$ cat config.mk
export PLATFORM = sky130hd
export DESIGN_NAME = low_side_lane_pll_control
export DESIGN_NICKNAME = d
export VERILOG_FILES = /design/src/common/lane_pll_pkg.sv /design/src/core/lane_settings_bank.sv /design/src/core/low_side_lane_pll_control.sv
export VERILOG_INCLUDE_DIRS = /design/src /design/src/common
export SDC_FILE = /design/constraint.sdc
export NUM_CORES = 1
export LEC_CHECK = 0
export ABC_AREA = 1
export ABC_CLOCK_PERIOD_IN_PS = 6250
export BUFFER_PORTS_ARGS = -buffer_cell sky130_fd_sc_hd__buf_2
export CELL_PAD_IN_SITES_DETAIL_PLACEMENT = 1
export CELL_PAD_IN_SITES_GLOBAL_PLACEMENT = 1
export CORE_AREA = 2 2 166 168
export CTS_CLUSTER_DIAMETER = 50
export CTS_CLUSTER_SIZE = 30
export DETAILED_ROUTE_END_ITERATION = 8
export DIE_AREA = 0 0 168 170
export PLACE_DENSITY_LB_ADDON = 0.1
export SKIP_CTS_REPAIR_TIMING = 1
export SLEW_MARGIN = 30
export SYNTH_ARGS = -nofsm -noshare
export SYNTH_HDL_FRONTEND = slang
export SYNTH_SLANG_ARGS = --single-unit
$ cat constraint.sdc
create_clock -name clk -period 6.25 [get_ports clk]
set_input_delay 0.9375 -clock clk [delete_from_list [all_inputs] [get_ports clk]]
set_output_delay 0.9375 -clock clk [all_outputs]
set_load 0.1 [all_outputs]
$ cat src/common/lane_pll_regs.svh
// Register offsets, field positions and reset values of the lane and PLL control bank.
`ifndef LANE_PLL_REGS_SVH
`define LANE_PLL_REGS_SVH

`define LP_ADDR_W        5
`define LP_DATA_W        16
`define LP_LANES         4

`define LP_ADDR_CTRL     5'h06
`define LP_ADDR_SETA     5'h07
`define LP_ADDR_SETB     5'h08
`define LP_ADDR_LOOPEXT  5'h1E

`define LP_CTRL_RESET    16'hF115
`define LP_SETA_RESET    16'hDC04
`define LP_SETB_RESET    16'h0001
`define LP_LOOPEXT_RESET 16'h0000

`define LP_MASK_HI       15
`define LP_MASK_LO       12
`define LP_RSVA_HI       11
`define LP_RSVA_LO       10
`define LP_BW_HI         9
`define LP_BW_LO         8
`define LP_LOOP_BIT      7
`define LP_RSVB_HI       6
`define LP_RSVB_LO       5
`define LP_PLLON_BIT     4
`define LP_MULT_HI       3
`define LP_MULT_LO       0
`define LP_LOOPEXT_BIT   0

`endif

$ cat src/common/lane_pll_pkg.sv
// Types shared by the lane and PLL control bank.
package lane_pll_pkg;

  typedef enum logic [1:0] {
    LOOP_OFF       = 2'h0,
    LOOP_PAD       = 2'h1,
    LOOP_DIG_QUIET = 2'h2,
    LOOP_DIG_DRIVE = 2'h3
  } loop_mode_t;

  typedef struct packed {
    logic [1:0] bandwidth;
    logic       bandwidthReserved;
    loop_mode_t loopPath;
    logic       padLoop;
    logic       digitalLoop;
    logic       cmlDriverOn;
    logic       pllEnable;
    logic [3:0] multCode;
    logic [7:0] multTimesTwo;
    logic       multReserved;
  } pll_ctrl_t;

endpackage : lane_pll_pkg

$ cat src/core/lane_settings_bank.sv
// Storage of both settings words for one low-speed lane.
`timescale 1ns/1ps
`include "lane_pll_regs.svh"

module lane_settings_bank #(
  parameter logic [`LP_DATA_W-1:0] RESET_A = `LP_SETA_RESET,
  parameter logic [`LP_DATA_W-1:0] RESET_B = `LP_SETB_RESET
) (
  // Clock and reset.
  input  wire logic                  clk,
  input  wire logic                  reset,
  // Gated write strobes and data.
  input  wire logic                  writeA,
  input  wire logic                  writeB,
  input  wire logic [`LP_DATA_W-1:0] wdata,
  // Stored settings.
  output logic      [`LP_DATA_W-1:0] settingsA,
  output logic      [`LP_DATA_W-1:0] settingsB
);

  always_ff @(posedge clk or posedge reset) begin
    if (reset) begin
      settingsA <= RESET_A;
    end else if (writeA) begin
      settingsA <= wdata;
    end
  end

  always_ff @(posedge clk or posedge reset) begin
    if (reset) begin
      settingsB <= RESET_B;
    end else if (writeB) begin
      settingsB <= wdata;
    end
  end

endmodule : lane_settings_bank

$ cat src/core/low_side_lane_pll_control.sv
// Low-speed-side lane selection and PLL control register with per-lane settings.
//
// Our own choices: the address map and strobed register access.
`timescale 1ns/1ps
`include "lane_pll_regs.svh"

module low_side_lane_pll_control
  import lane_pll_pkg::*;
#(
  parameter int LANES = `LP_LANES
) (
  // Clock and reset.
  input  wire logic                    clk,
  input  wire logic                    reset,
  // Register port.
  input  wire logic [`LP_ADDR_W-1:0]   addr,
  input  wire logic [`LP_DATA_W-1:0]   wdata,
  input  wire logic                    wstrobe,
  input  wire logic                    rstrobe,
  output logic      [`LP_DATA_W-1:0]   rdata,
  // Channel controls from outside the bank.
  input  wire logic                    channelPowerdown_n,
  input  wire logic                    softReset,
  input  wire logic                    farLoopbackOn,
  // Decoded controls.
  output pll_ctrl_t                    pllCtrl,
  output logic [LANES-1:0][`LP_DATA_W-1:0] laneSettingsA,
  output logic [LANES-1:0][`LP_DATA_W-1:0] laneSettingsB
);

  logic [`LP_DATA_W-1:0] ctrl_q;
  logic                  loopExt_q;
  logic [`LP_DATA_W-1:0] rdata_q;
  logic [`LP_DATA_W-1:0] rdata_d;
  logic [2:0]            pdSync_q;
  logic                  pdStable_q;
  logic [LANES-1:0]      laneMask;
  logic                  maskOneHot;
  logic                  writeSetA;
  logic                  writeSetB;
  logic [`LP_DATA_W-1:0] selA;
  logic [`LP_DATA_W-1:0] selB;
  loop_mode_t            loopPath;
  logic                  loopLive;

  assign laneMask  = ctrl_q[`LP_MASK_HI:`LP_MASK_LO];
  assign writeSetA = wstrobe && (addr == `LP_ADDR_SETA);
  assign writeSetB = wstrobe && (addr == `LP_ADDR_SETB);

  //////////////////////////////////////////////////////////////////////////////
  // Control register; every field, reserved pairs included, is stored as written.

  always_ff @(posedge clk or posedge reset) begin
    if (reset) begin
      ctrl_q <= `LP_CTRL_RESET;
    end else if (wstrobe && (addr == `LP_ADDR_CTRL)) begin
      ctrl_q <= wdata;
    end
  end

  // The loopback code has two bits but only one sits in the control word.
  always_ff @(posedge clk or posedge reset) begin
    if (reset) begin
      loopExt_q <= 1'b0;
    end else if (wstrobe && (addr == `LP_ADDR_LOOPEXT)) begin
      loopExt_q <= wdata[`LP_LOOPEXT_BIT];
    end
  end

  //////////////////////////////////////////////////////////////////////////////
  // Per-lane settings; one write reaches all enabled lanes in the same cycle.

  for (genvar n = 0; n < LANES; n++) begin : g_lane
    lane_settings_bank #(
      .RESET_A (`LP_SETA_RESET),
      .RESET_B (`LP_SETB_RESET)
    ) u_bank (
      .clk       (clk),
      .reset     (reset),
      .writeA    (writeSetA && laneMask[n]),
      .writeB    (writeSetB && laneMask[n]),
      .wdata     (wdata),
      .settingsA (laneSettingsA[n]),
      .settingsB (laneSettingsB[n])
    );
  end

  assign maskOneHot = (laneMask != '0) &&
                      ((laneMask & (laneMask - LANES'(1))) == '0);

  // A mask that is not one-hot returns zero rather than a blend of lanes.
  always_comb begin
    selA = '0;
    selB = '0;
    for (int n = 0; n < LANES; n++) begin
      if (maskOneHot && laneMask[n]) begin
        selA = laneSettingsA[n];
        selB = laneSettingsB[n];
      end
    end
  end

  //////////////////////////////////////////////////////////////////////////////
  // Read port; data stand only in the cycle after the strobe.

  always_comb begin
    rdata_d = '0;
    if (rstrobe) begin
      case (addr)
        `LP_ADDR_CTRL:    rdata_d = ctrl_q;
        `LP_ADDR_SETA:    rdata_d = selA;
        `LP_ADDR_SETB:    rdata_d = selB;
        `LP_ADDR_LOOPEXT: rdata_d = {{(`LP_DATA_W-1){1'b0}}, loopExt_q};
        default:          rdata_d = '0;
      endcase
    end
  end

  always_ff @(posedge clk or posedge reset) begin
    if (reset) begin
      rdata_q <= '0;
    end else begin
      rdata_q <= rdata_d;
    end
  end

  assign rdata = rdata_q;

  //////////////////////////////////////////////////////////////////////////////
  // Powerdown pin filter; a change counts once the last two stages agree.

  always_ff @(posedge clk or posedge reset) begin
    if (reset) begin
      pdSync_q <= 3'h0;
    end else begin
      pdSync_q <= {pdSync_q[1:0], channelPowerdown_n};
    end
  end

  always_ff @(posedge clk or posedge reset) begin
    if (reset) begin
      pdStable_q <= 1'b0;
    end else if (pdSync_q[1] == pdSync_q[2]) begin
      pdStable_q <= pdSync_q[2];
    end
  end

  //////////////////////////////////////////////////////////////////////////////
  // Decoded PLL and loopback controls.

  assign loopPath = loop_mode_t'({ctrl_q[`LP_LOOP_BIT], loopExt_q});
  assign loopLive = farLoopbackOn && (loopPath != LOOP_OFF);

  always_comb begin
    pllCtrl                   = '0;
    pllCtrl.bandwidth         = ctrl_q[`LP_BW_HI:`LP_BW_LO];
    pllCtrl.bandwidthReserved = (ctrl_q[`LP_BW_HI] == ctrl_q[`LP_BW_LO]);
    pllCtrl.loopPath          = loopPath;
    pllCtrl.padLoop           = loopLive && (loopPath == LOOP_PAD);
    pllCtrl.digitalLoop       = loopLive && ctrl_q[`LP_LOOP_BIT];
    pllCtrl.cmlDriverOn       = !(loopLive && (loopPath == LOOP_DIG_QUIET));
    pllCtrl.pllEnable         = ctrl_q[`LP_PLLON_BIT] && pdStable_q && !softReset;
    pllCtrl.multCode          = ctrl_q[`LP_MULT_HI:`LP_MULT_LO];
    case (ctrl_q[`LP_MULT_HI:`LP_MULT_LO])
      4'h0:    pllCtrl.multTimesTwo = 8'h08;
      4'h1:    pllCtrl.multTimesTwo = 8'h0A;
      4'h2:    pllCtrl.multTimesTwo = 8'h0C;
      4'h4:    pllCtrl.multTimesTwo = 8'h10;
      4'h5:    pllCtrl.multTimesTwo = 8'h14;
      4'h6:    pllCtrl.multTimesTwo = 8'h18;
      4'h7:    pllCtrl.multTimesTwo = 8'h19;
      4'h8:    pllCtrl.multTimesTwo = 8'h1E;
      4'h9:    pllCtrl.multTimesTwo = 8'h28;
      4'hA:    pllCtrl.multTimesTwo = 8'h32;
      4'hD:    pllCtrl.multTimesTwo = 8'h64;
      4'hE:    pllCtrl.multTimesTwo = 8'h82;
      default: pllCtrl.multReserved = 1'b1;
    endcase
  end

  //////////////////////////////////////////////////////////////////////////////
  // Checks.

  property p_maskBlocks;
    @(posedge clk) disable iff (reset)
    (writeSetA && !laneMask[0]) |=> $stable(laneSettingsA[0]);
  endproperty
  a_maskBlocks: assert property (p_maskBlocks)
    else $error("Masked lane 0 changed on a settings write.");

  property p_maskPasses;
    @(posedge clk) disable iff (reset)
    (writeSetB && laneMask[3]) |=> (laneSettingsB[3] == $past(wdata));
  endproperty
  a_maskPasses: assert property (p_maskPasses)
    else $error("Enabled lane 3 missed a settings write.");

  property p_readLane;
    @(posedge clk) disable iff (reset)
    (rstrobe && (addr == `LP_ADDR_SETA) && (laneMask == 4'h2))
      |=> (rdata == $past(laneSettingsA[1])) ##1 (rdata == '0 || $past(rstrobe));
  endproperty
  a_readLane: assert property (p_readLane)
    else $error("Settings read did not return the selected lane.");

  property p_reserved;
    @(posedge clk) disable iff (reset)
    (wstrobe && (addr == `LP_ADDR_CTRL))
      |=> (ctrl_q[11:10] == $past(wdata[11:10])) && (ctrl_q[6:5] == $past(wdata[6:5]));
  endproperty
  a_reserved: assert property (p_reserved)
    else $error("Reserved pair not stored as written.");

  property p_bandwidth;
    @(posedge clk) disable iff (reset)
    (wstrobe && (addr == `LP_ADDR_CTRL) && (wdata[9:8] == 2'h2))
      |=> !pllCtrl.bandwidthReserved && (pllCtrl.bandwidth == 2'h2);
  endproperty
  a_bandwidth: assert property (p_bandwidth)
    else $error("Bandwidth code 10 decoded wrongly.");

  property p_loopQuiet;
    @(posedge clk) disable iff (reset)
    (farLoopbackOn && ctrl_q[7] && !loopExt_q)
      |-> pllCtrl.digitalLoop && !pllCtrl.cmlDriverOn && !pllCtrl.padLoop;
  endproperty
  a_loopQuiet: assert property (p_loopQuiet)
    else $error("Digital loopback left the driver running.");

  property p_pllForcedOff;
    @(posedge clk) disable iff (reset)
    ($fell(pdSync_q[2]) && !pdSync_q[1]) |=> !pllCtrl.pllEnable;
  endproperty
  a_pllForcedOff: assert property (p_pllForcedOff)
    else $error("PLL stayed enabled after powerdown.");

  property p_softOff;
    @(posedge clk) disable iff (reset)
    softReset |-> !pllCtrl.pllEnable;
  endproperty
  a_softOff: assert property (p_softOff)
    else $error("PLL enabled during soft reset.");

  property p_mult;
    @(posedge clk) disable iff (reset)
    (wstrobe && (addr == `LP_ADDR_CTRL) && (wdata[3:0] == 4'h7))
      |=> (pllCtrl.multTimesTwo == 8'h19) && !pllCtrl.multReserved;
  endproperty
  a_mult: assert property (p_mult)
    else $error("Multiplier 12.5x decoded wrongly.");

  property p_broadcast;
    @(posedge clk) disable iff (reset)
    (writeSetA && (laneMask == 4'hF))
      |=> (laneSettingsA[0] == laneSettingsA[3]) && (laneSettingsA[1] == laneSettingsA[2]);
  endproperty
  a_broadcast: assert property (p_broadcast)
    else $error("Broadcast write left lanes unequal.");

  property p_coverPair;
    @(posedge clk) disable iff (reset)
    writeSetA && (laneMask == 4'h3);
  endproperty
  c_coverPair: cover property (p_coverPair);

  property p_coverRead;
    @(posedge clk) disable iff (reset)
    rstrobe && (addr == `LP_ADDR_SETB) && maskOneHot;
  endproperty
  c_coverRead: cover property (p_coverRead);

  property p_coverPad;
    @(posedge clk) disable iff (reset)
    pllCtrl.padLoop;
  endproperty
  c_coverPad: cover property (p_coverPad);

endmodule : low_side_lane_pll_control

==> After elaboration in Yosys (flattened, before gate mapping) <==
Index checks and enable logic that the tools add are counted.
{ "totals": {"ff_bits": 165, "elab_cells": 76} }
{ "classes": {"n_addsub": 1, "n_eq_ne": 19, "muxes": 12, "bitwise_logic": 1, "n_reduce_logical": 30} }
{ "op_table": {"columns": ["op", "count"], "rows": [
  ["$mux W16", 9],
  ["$pmux W8 S12", 1],
  ["$pmux W16 S4", 1],
  ["$logic_and A1 B1 Y1", 23],
  ["$eq A4 B4 Y1 const B", 5],
  ["$eq A4 B3 Y1 const B", 4],
  ["$reduce_or A12 Y1", 1],
  ["$eq A5 B3 Y1 const B", 2],
  ["$logic_not A4 Y1", 2],
  ["$eq A5 B4 Y1 const B", 1],
  ["$eq A5 B5 Y1 const B", 1],
  ["$and A4 B4 Y4", 1],
  ["$eq A4 B1 Y1 const B", 1],
  ["$eq A4 B2 Y1 const B", 1],
  ["$reduce_bool A4 Y1", 1],
  ["$sub A4 B1 Y4 const B", 1],
  ["$eq A1 B1 Y1", 2],
  ["$eq A2 B1 Y1 const B", 1],
  ["$eq A2 B2 Y1 const B", 1],
  ["$logic_not A1 Y1", 2],
  ["$reduce_bool A2 Y1", 1],
  ["$mux W1", 1]
]} }

==> Logic depth before layout (Yosys ltp) <==
Gate-level depths: netlist of the first run.
{ "logic_depth": {"ltp_word": 11, "depth_mapped": 11} }

==> By module <==
From an unflattened synthesis of the first run, not the netlist that was laid out.
{ "unflattened": {"hier_cells": 1093, "hier_area_um2": 8629.5} }
{ "by_module_without_submodules": {"columns": ["module", "n_inst", "cells_each", "area_each_um2", "seq_area_each_um2"], "rows": [
  ["lane_settings_bank", 4, 137, 1275.0, 809.5],
  ["low_side_lane_pll_control", 1, 545, 3529.6, 935.9]
]} }

==> Worst setup path before layout of the first run <==
No wires, ideal clock.
{ "synth_path": {"path_type": "input to output", "startpoint": "in farLoopbackOn", "endpoint": "out pllCtrl[16] (netlist bit)", "t_arrival_ps": 3120, "setup_slack_ps": 2193, "stages": 1, "n_path_buf": 0, "cell_sequence": "nor3b_1"} }
{ "synth_via": {"elab_chain_len": 2} }
{ "synth_lines": {"columns": ["element", "line", "source"], "rows": [
  ["from (decl)", "low_side_lane_pll_control.sv:24", "input wire logic farLoopbackOn,"],
  ["$logic_and A1 B1 Y1", "low_side_lane_pll_control.sv:152", "assign loopLive = farLoopbackOn && (loopPath != LOOP_OFF);"],
  ["$logic_and A1 B1 Y1", "low_side_lane_pll_control.sv:159", "pllCtrl.padLoop = loopLive && (loopPath == LOOP_PAD);"],
  ["to (decl)", "low_side_lane_pll_control.sv:26", "output pll_ctrl_t pllCtrl,"]
]} }
Every way passes these cells.

==> flow_summary.json, run 1 <==
{
  "cts.sinks": 165,
  "syn_area_per_cell_um2": 8.17,
  "synthTopCellsByArea": "dfrtp_1 (41%), dfstp_2 (12%), nand2_1 (11%), nand4_1 (8.9%), o21ai_0 (6.9%)",
  "netlist_area_um2": 7960,
  "h-tree-depth": 4,
  "synth_simple_gate_area_share_pct": 24.9,
  "fp.dieW_um": 168,
  "holdWs_ns": 0.359,
  "synth_area_leader_cell": "dfrtp_1",
  "synthCells": 975,
  "slew_viol_final": 0,
  "whs_path_depth": 0,
  "tns_ns": 0,
  "syn_to_final_growth_pct": 20.6,
  "rsz0062_at_grt": "no",
  "drtAntennaViolNets": 0,
  "gr-total-overflow": 0,
  "syn-num-nets": 1003,
  "fmax_ghz": 0.344,
  "reg2reg_depth": 7,
  "ys_seq_area_share_pct": 52.4,
  "drtIter0Drc": 455,
  "rows": 60,
  "core_area_um2": 26700,
  "power.leakage_nw": 5.21,
  "clockBufferDepth": 2,
  "grt_use_total_pct": 22.2,
  "grt_pass1_vias": 7285,
  "synth-compound-area-share_pct": 12.8,
  "synthXorXnorAreaFrac_pct": 0.110,
  "layout-drive-gt1-share_pct": 25.6,
  "crit_required_ns": 5.31,
  "die_area_um2": 28600,
  "wl_per_cell_um": 21.5,
  "drc": 0,
  "cts.clk_slew.worst_paths_ns": 0.07,
  "num_vias": 7434,
  "ys_ff_latch": 165,
  "powerDensity_nw_per_um2": 400,
  "antennaDiodeCount": 0,
  "clockRootBuffer": "clkbuf_16",
  "final_cell_mix": "nand2_1 (220), buf_2 (193), dfrtp_1 (129)",
  "hold_viol": 0,
  "critical_path.startpoint_type": "flop",
  "peakVddDrop_v": 0.000159,
  "ys_types": 27,
  "antenna_found_initial": 0,
  "gp_congestion": 0.813,
  "crit_arrival_ns": 1.97,
  "synth_top_family_by_area": "simple AND/OR/NAND/NOR gates",
  "synth_warnings": 0,
  "yosys.area_share.adder_pct": 0.126,
  "outcome": "completed",
  "fin_crit_ns": 2.91,
  "grt_pass1_wl_um": 46900,
  "period_share_pct": 46.5,
  "routed_via_density": 5.08,
  "fin_skew_ns": 0.0116,
  "tightestPinTransition_ns": 0.864,
  "die_h_um": 170,
  "synth.area.mux_share_pct": 0,
  "layout.nets": 1138,
  "cts_tree": "yes",
  "numCtsBuffers": 17,
  "routed_wl_um": 31400,
  "portBuffers": 193,
  "critical_path.max_fanout": 8,
  "synth_top_area_share_pct": 40.5,
  "maxCapViolations": 0,
  "relSlewSlack_pct": 42.4,
  "final_common_cell": "nand2_1",
  "first_pass_iters": 5,
  "place_hpwl_um": 21800,
  "finalSetupViolations": 0,
  "grt_max_degree": 77,
  "end_kind": "output pin",
  "ios": 194,
  "power_mw": 3.84,
  "critPathKind": "flop to output pin",
  "clk_latency_ns": 0.43,
  "hold_path_class": "flop to flop",
  "start_util_pct": 29.9
}
[cell families after synthesis]
group,Yosys count
AO/OA/AOI/OAI,202
XOR/XNOR,1
adder cells (fa/ha/maj),1
buffers and inverters,180
flip-flops,165
AND/OR/NAND/NOR,426
[cell type report]
cell class / instances / area [um^2]
Clock inverter: 13 / 134
Multi-Input combinational cell: 630 / 3040
Timing Repair Buffer: 197 / 996
Fill cell: 3231 / 17100
Inverter: 99 / 377
Clock buffer: 19 / 453
Sequential cell: 165 / 4170
Tap cell: 341 / 427
[worst paths after layout]
check | startpoint | to | slack, ns
max in group asynchronous | reset | g_lane[2].u_bank.settingsA[13]$_DFFE_PP0P_ | 4.43
min reg2reg | pdSync_q[0]$_DFF_PP0_ | pdSync_q[1]$_DFF_PP0_ | 0.36
min | pdSync_q[0]$_DFF_PP0_ | pdSync_q[1]$_DFF_PP0_ | 0.36
min in group asynchronous | reset | g_lane[0].u_bank.settingsB[10]$_DFFE_PP0P_ | 0.63
max | ctrl_q[0]$_DFFE_PP1P_ | pllCtrl[2] | 3.34
max reg2reg | ctrl_q[14]$_DFFE_PP1P_ | rdata[10]$_DFF_PP0_ | 3.38
[report_power, final]
part | internal (mW) | total [mW] | leakage, nW | switching, mW
Combinational | 0.180 | 1.40 | 2.87 | 1.22
Sequential | 1.20 | 1.37 | 2.06 | 0.170
Clock | 0.583 | 1.07 | 0.285 | 0.488
Total | 1.97 | 3.84 | 5.21 | 1.87
[Yosys cell counts]
cell      instances
a21oi_1          52
a22oi_1           1
buf_1             3
buf_2            38
buf_4            13
clkbuf_1         27
clkinv_1          1
dfrtp_1         129
dfstp_2          36
inv_1            94
inv_2             4
maj3_1            1
nand2_1         225
nand2_4           1
nand3_1          17
nand3_2           1
nand4_1         113
nor2_1           56
nor2_2            2
nor2_4            6
nor3_1            3
nor3_2            1
nor3b_1           1
o21ai_0         109
o21ai_1          38
o22ai_1           2
xnor2_1           1
[state kept, by name, indices dropped and copies added, names as in the netlist]
register	count
ctrl_q	16
g_lane.u_bank.settingsA	64
g_lane.u_bank.settingsB	64
loopExt_q	1
pdStable_q	1
pdSync_q	3
rdata	16
[worst max-delay path: stages (launching register included)]
cell and delay (ns):
dfstp_2 0.61, inv_1 0.11, nor2_1 0.14, inv_1 0.10, a21oi_1 0.15, buf_2 0.44
[stage by stage]
stage | std cells | util [%] | worst slack, ns | area [um^2]
6_report | 1464 | 36.0 | 3.34 | 9600
5_1_grt | 1464 | 36.0 | 3.15 | 9600
4_1_cts | 1464 | 35.9 | 2.99 | 9580
3_5_place_dp | 1432 | 33.7 | 3.01 | 8990
3_3_place_gp | 1432 | 33.7 | 3.04 | 8990
2_1_floorplan | 975 | - | 0.910 | 7960
[per-layer routing]
| layer | vias to the layer above | share of wire, % | global-route usage [%] |
|---|---|---|---|
| met3 | 21 | 4.3 | 3.91 |
| met5 | - | 0 | 0 |
| met4 | 0 | 1.3 | 5.14 |
| met1 | 3701 | 50 | 33.2 |
| li1 | 3515 | - | - |
| met2 | 197 | 45 | 33.1 |
No activity file was read; power rests on OpenSTA's default activity.
==> run 2, diff against run 1 <==
Settings changed: ABC_CLOCK_PERIOD_IN_PS 6250 to 2400.
Clock period 6.25 ns to 2.4 ns, I/O delays scaled along.
==> run 2 against run 1 <==
Compared with the run above:
- via count rose by 3.3%
- setup slack lost 3.2 ns
- sequential cell count did not move
- design area grew 3.1%
- critical path type unchanged
==> flow_summary.json, run 2 (synthesized netlist as in run 1, its figures left out) <==
{
  "outcome": "completed",
  "place_hpwl_um": 23300,
  "ios": 194,
  "critical_path.max_fanout": 8,
  "relSlewSlack_pct": 50.6,
  "tightestPinTransition_ns": 0.739,
  "start_util_pct": 29.9,
  "power.leakage_nw": 5.37,
  "clk_latency_ns": 0.44,
  "slew_viol_final": 0,
  "gr-total-overflow": 0,
  "nFillCells": 3216,
  "crit_arrival_ns": 1.89,
  "worst_slack_ns": 0.154,
  "slowest_stage": "dfstp_2",
  "routed_via_density": 5.16,
  "rows": 60,
  "final_cell_mix": "nand2_1 (225), buf_2 (187), dfrtp_1 (129)",
  "crit_required_ns": 2.04,
  "fin_skew_ns": 0.0146,
  "dp_cells": 1457,
  "core_area_um2": 26700,
  "antenna_found_initial": 1,
  "fin_util_pct": 37.1,
  "grt_util_met2_pct": 34.0,
  "regArea_um2": 4170,
  "holdWs_ns": 0.0332,
  "cts_tree": "yes",
  "critical_path.startpoint_type": "flop",
  "h-tree-depth": 4,
  "grt_use_total_pct": 23.2,
  "fmax_ghz": 0.445,
  "worstPathCellList": "inv_1 > nor2_1 > inv_1 > o22ai_1 > buf_4",
  "powerDensity_nw_per_um2": 1030,
  "fin_crit_ns": 2.25,
  "layout.nets": 1164,
  "grt_util_met3_pct": 4.12,
  "portBuffers": 193,
  "multi_input_area_um2": 3050,
  "die_h_um": 170,
  "layout-drive-gt1-share_pct": 27.2,
  "cpPeakStageDelay_ns": 0.61,
  "clockBufferDepth": 2,
  "critPathKind": "flop to output pin",
  "end_kind": "output pin",
  "grt_pass1_wl_um": 49000,
  "num_vias": 7683,
  "fin_area_um2": 9900,
  "numCtsBuffers": 17,
  "fp.dieW_um": 168,
  "gp_congestion": 0.834,
  "die_area_um2": 28600,
  "drc": 0,
  "grt_pass1_vias": 7326,
  "grt_max_degree": 49,
  "drtIter0Drc": 721,
  "place_ws_ns": 0.319,
  "timing.critical_path.buf_inv": 3,
  "peakVddDrop_v": 0.000478,
  "final_common_cell": "nand2_1",
  "syn_to_final_growth_pct": 24.3,
  "cts.clk_slew.worst_paths_ns": 0.08,
  "hold_path_class": "input port to async pin",
  "maxCapViolations": 0,
  "hold_viol": 0,
  "period_share_pct": 93.6,
  "crit_top_cell": "inv_1",
  "cts.sinks": 165,
  "drtAntennaViolNets": 0,
  "routed_wl_um": 33000,
  "finalSetupViolations": 0,
  "placed_area_um2": 9250,
  "reg.largest.list": "g_lane.u_bank.settingsA x64, g_lane.u_bank.settingsB x64",
  "rsz0062_at_grt": "no",
  "wl_per_cell_um": 22.2,
  "clockRootBuffer": "clkbuf_16",
  "final_cells": 1490,
  "gr-max-usage-layer": "met1",
  "path_delay_family": "flip-flops",
  "antennaDiodeCount": 0,
  "first_pass_iters": 5,
  "grt_use_met1_pct": 35.4
}
run 2: cell type report:
type	instances	share of cell area [%]
tap	341	4.31
clock inverter	14	1.64
clock buffer	18	4.34
sequential	165	42.2
inverter	99	3.79
timing repair buffer	223	12.9
multi-input combinational	630	30.8
run 2: per-stage QoR:
stage / setup TNS (ns) / power [mW]
after floorplan: -4.72 / 6.58
after global placement: 0 / 7.36
after detailed placement: 0 / 7.38
after CTS: -0.0466 / 10.3
after global routing: 0 / 10.6
final: 0 / 10.2
run 2: where the power goes:
part / total [mW] / internal, mW / switching, mW
clock network: 2.85 / 1.57 / 1.29
registers: 3.45 / 3.13 / 0.322
logic: 3.93 / 0.575 / 3.35
run 2: path summary, 6_finish.rpt:
kind	endpoint	from	slack (ns)	cells past startpoint
worst min register to register	pdSync_q[1]$_DFF_PP0_	pdSync_q[0]$_DFF_PP0_	0.35	0
worst min-delay path	g_lane[0].u_bank.settingsB[8]$_DFFE_PP0P_	reset	0.03	2
worst max register to register	rdata[7]$_DFF_PP0_	ctrl_q[15]$_DFFE_PP1P_	0.37	8
min in group clk	pdSync_q[0]$_DFF_PP0_	channelPowerdown_n	0.04	1
max in group asynchronous	ctrl_q[4]$_DFFE_PP1P_	reset	1.61	3
worst max-delay path	pllCtrl[6]	ctrl_q[0]$_DFFE_PP1P_	0.15	5
run 2: metal layers:
layer	routed length, um	vias to the layer above	share of wire [%]
met3	1690	22	5.1
met2	14400	234	44
met1	16500	3858	50
met5	12	-	0.036
met4	381	2	1.2
li1	-	3567	-
==> run 3, diff against run 2 <==
Settings changed: ABC_CLOCK_PERIOD_IN_PS 2400 to 2500, MAX_ROUTING_LAYER set to met4.
Clock period 2.4 ns to 2.5 ns, I/O delays scaled along.
==> run 3 against run 2 <==
Compared with the run above:
- sequential power fell by 4%
- clock skew is 0.00051 ns higher
- critical path type unchanged
- critical endpoint unchanged
- power shrank 3.0%
- utilization is essentially flat
- routed wire length down 3.5%
- cell count fell by 0.27%
- setup slack worse by 0.027 ns
==> flow_summary.json, run 3 (synthesized netlist as in run 1, its figures left out) <==
{
  "antennaDiodeCount": 0,
  "tightestPinTransition_ns": 0.658,
  "period_share_pct": 94.9,
  "numCtsBuffers": 17,
  "cts.sinks": 165,
  "hold_path_class": "input port to async pin",
  "core_area_um2": 26700,
  "h-tree-depth": 4,
  "ios": 194,
  "grt_use_total_pct": 23.4,
  "rows": 60,
  "critPathKind": "flop to output pin",
  "syn_to_final_growth_pct": 24.3,
  "routed_wl_um": 31900,
  "drtIter0Drc": 478,
  "layout-drive-gt1-share_pct": 27.0,
  "crit_top_cell": "inv_1",
  "crit_arrival_ns": 2.00,
  "start_util_pct": 29.9,
  "clockBufferDepth": 2,
  "relSlewSlack_pct": 56.1,
  "cts_tree": "yes",
  "die_area_um2": 28600,
  "final_cells": 1486,
  "outcome": "completed",
  "slew_viol_final": 0,
  "worst_slack_ns": 0.127,
  "clk_latency_ns": 0.44,
  "critical_path.max_fanout": 8,
  "first_pass_iters": 5,
  "drtAntennaViolNets": 0,
  "place_ws_ns": 0.407,
  "reg.largest.list": "g_lane.u_bank.settingsA x64, g_lane.u_bank.settingsB x64",
  "worstPathCellList": "inv_1 > nor2_1 > inv_1 > o22ai_1 > buf_2",
  "cts.clk_slew.worst_paths_ns": 0.08,
  "grt_max_degree": 116,
  "cpPeakStageDelay_ns": 0.62,
  "dp_cells": 1454,
  "place_hpwl_um": 22600,
  "final_common_cell": "nand2_1",
  "power.leakage_nw": 5.38,
  "grt_pass1_wl_um": 48100,
  "crit_required_ns": 2.12,
  "powerDensity_nw_per_um2": 1000,
  "gr-total-overflow": 0,
  "fin_util_pct": 37.1,
  "grt_pass1_vias": 7290,
  "slowest_stage": "dfstp_2",
  "fp.dieW_um": 168,
  "critical_path.startpoint_type": "flop",
  "portBuffers": 193,
  "die_h_um": 170,
  "final_cell_mix": "nand2_1 (225), buf_2 (190), dfrtp_1 (129)",
  "routed_via_density": 5.03,
  "finalSetupViolations": 0,
  "num_vias": 7479,
  "rsz0062_at_grt": "no",
  "drc": 0,
  "maxCapViolations": 0,
  "clockRootBuffer": "clkbuf_16",
  "layout.nets": 1160,
  "nFillCells": 3204,
  "antenna_found_initial": 0,
  "wl_per_cell_um": 21.5,
  "end_kind": "output pin",
  "gp_congestion": 0.831,
  "holdWs_ns": 0.0204,
  "fin_crit_ns": 2.37,
  "fmax_ghz": 0.421,
  "peakVddDrop_v": 0.000430,
  "hold_viol": 0,
  "fin_skew_ns": 0.0151
}
-- run 3: cell types whose count changed in the layout (fill, tap and decap cells not counted), sizes merged --
cell / before / now
bufinv: 2 / 3
clkbuf: 21 / 22
buf: 220 / 216
clkinv: 6 / 3
clkinvlp: 1 / 2
-- run 3: cell type report --
class                   count  area, um^2  area share [%]
inverters                  99         375            3.79
multi-input cells         630        3050            30.8
clock buffers              19         453            4.58
flip-flops and latches    165        4170            42.2
clock inverters            13         181            1.83
repair buffers            219        1240            12.5
well taps                 341         427            4.31
-- run 3: worst max-delay path: cells and delay by family, from the launching register on --
kind                   cells  cell delay (ns)
AOI/OAI and AO/OA          1             0.11
buffers and inverters      3             0.67
DFF                        1             0.62
and+or+nand+nor            1             0.17
-- run 3: where the power goes --
part           leakage [nW]  internal [mW]  switching [mW]
combinational          3.01          0.541            3.19
clock                 0.309           1.66            1.23
sequential             2.06           3.00           0.300
total                  5.38           5.20            4.71
-- run 3: stage by stage --
step	power, mW	instance area, um^2	TNS [ns]
2_1_floorplan	6.32	8000	-0.555
3_3_place_gp	7.04	9230	0
3_5_place_dp	7.09	9260	0
4_1_cts	9.98	9890	0
5_1_grt	10.3	9900	0
6_report	9.92	9900	0
-- run 3: path summary, 6_finish.rpt --
| path | from | to | slack (ns) | cells after the start |
|---|---|---|---|---|
| hold reg to reg | pdSync_q[0]$_DFF_PP0_ | pdSync_q[1]$_DFF_PP0_ | 0.36 | 0 |
| setup / recovery | ctrl_q[0]$_DFFE_PP1P_ | pllCtrl[6] | 0.13 | 5 |
| hold / removal | reset | g_lane[0].u_bank.settingsB[13]$_DFFE_PP0P_ | 0.02 | 3 |
| setup reg to reg | ctrl_q[12]$_DFFE_PP1P_ | rdata[14]$_DFF_PP0_ | 0.38 | 9 |
| max in group asynchronous | reset | g_lane[3].u_bank.settingsA[8]$_DFFE_PP0P_ | 1.87 | 3 |
| min in group clk | channelPowerdown_n | pdSync_q[0]$_DFF_PP0_ | 0.04 | 1 |
-- run 3: routing by layer --
layer / GRT usage, % / wire length [um]
met3: 3.35 / 1390
met4: 4.65 / 253
met2: 34.5 / 14300
met5: - / 0
met1: 34.3 / 15900
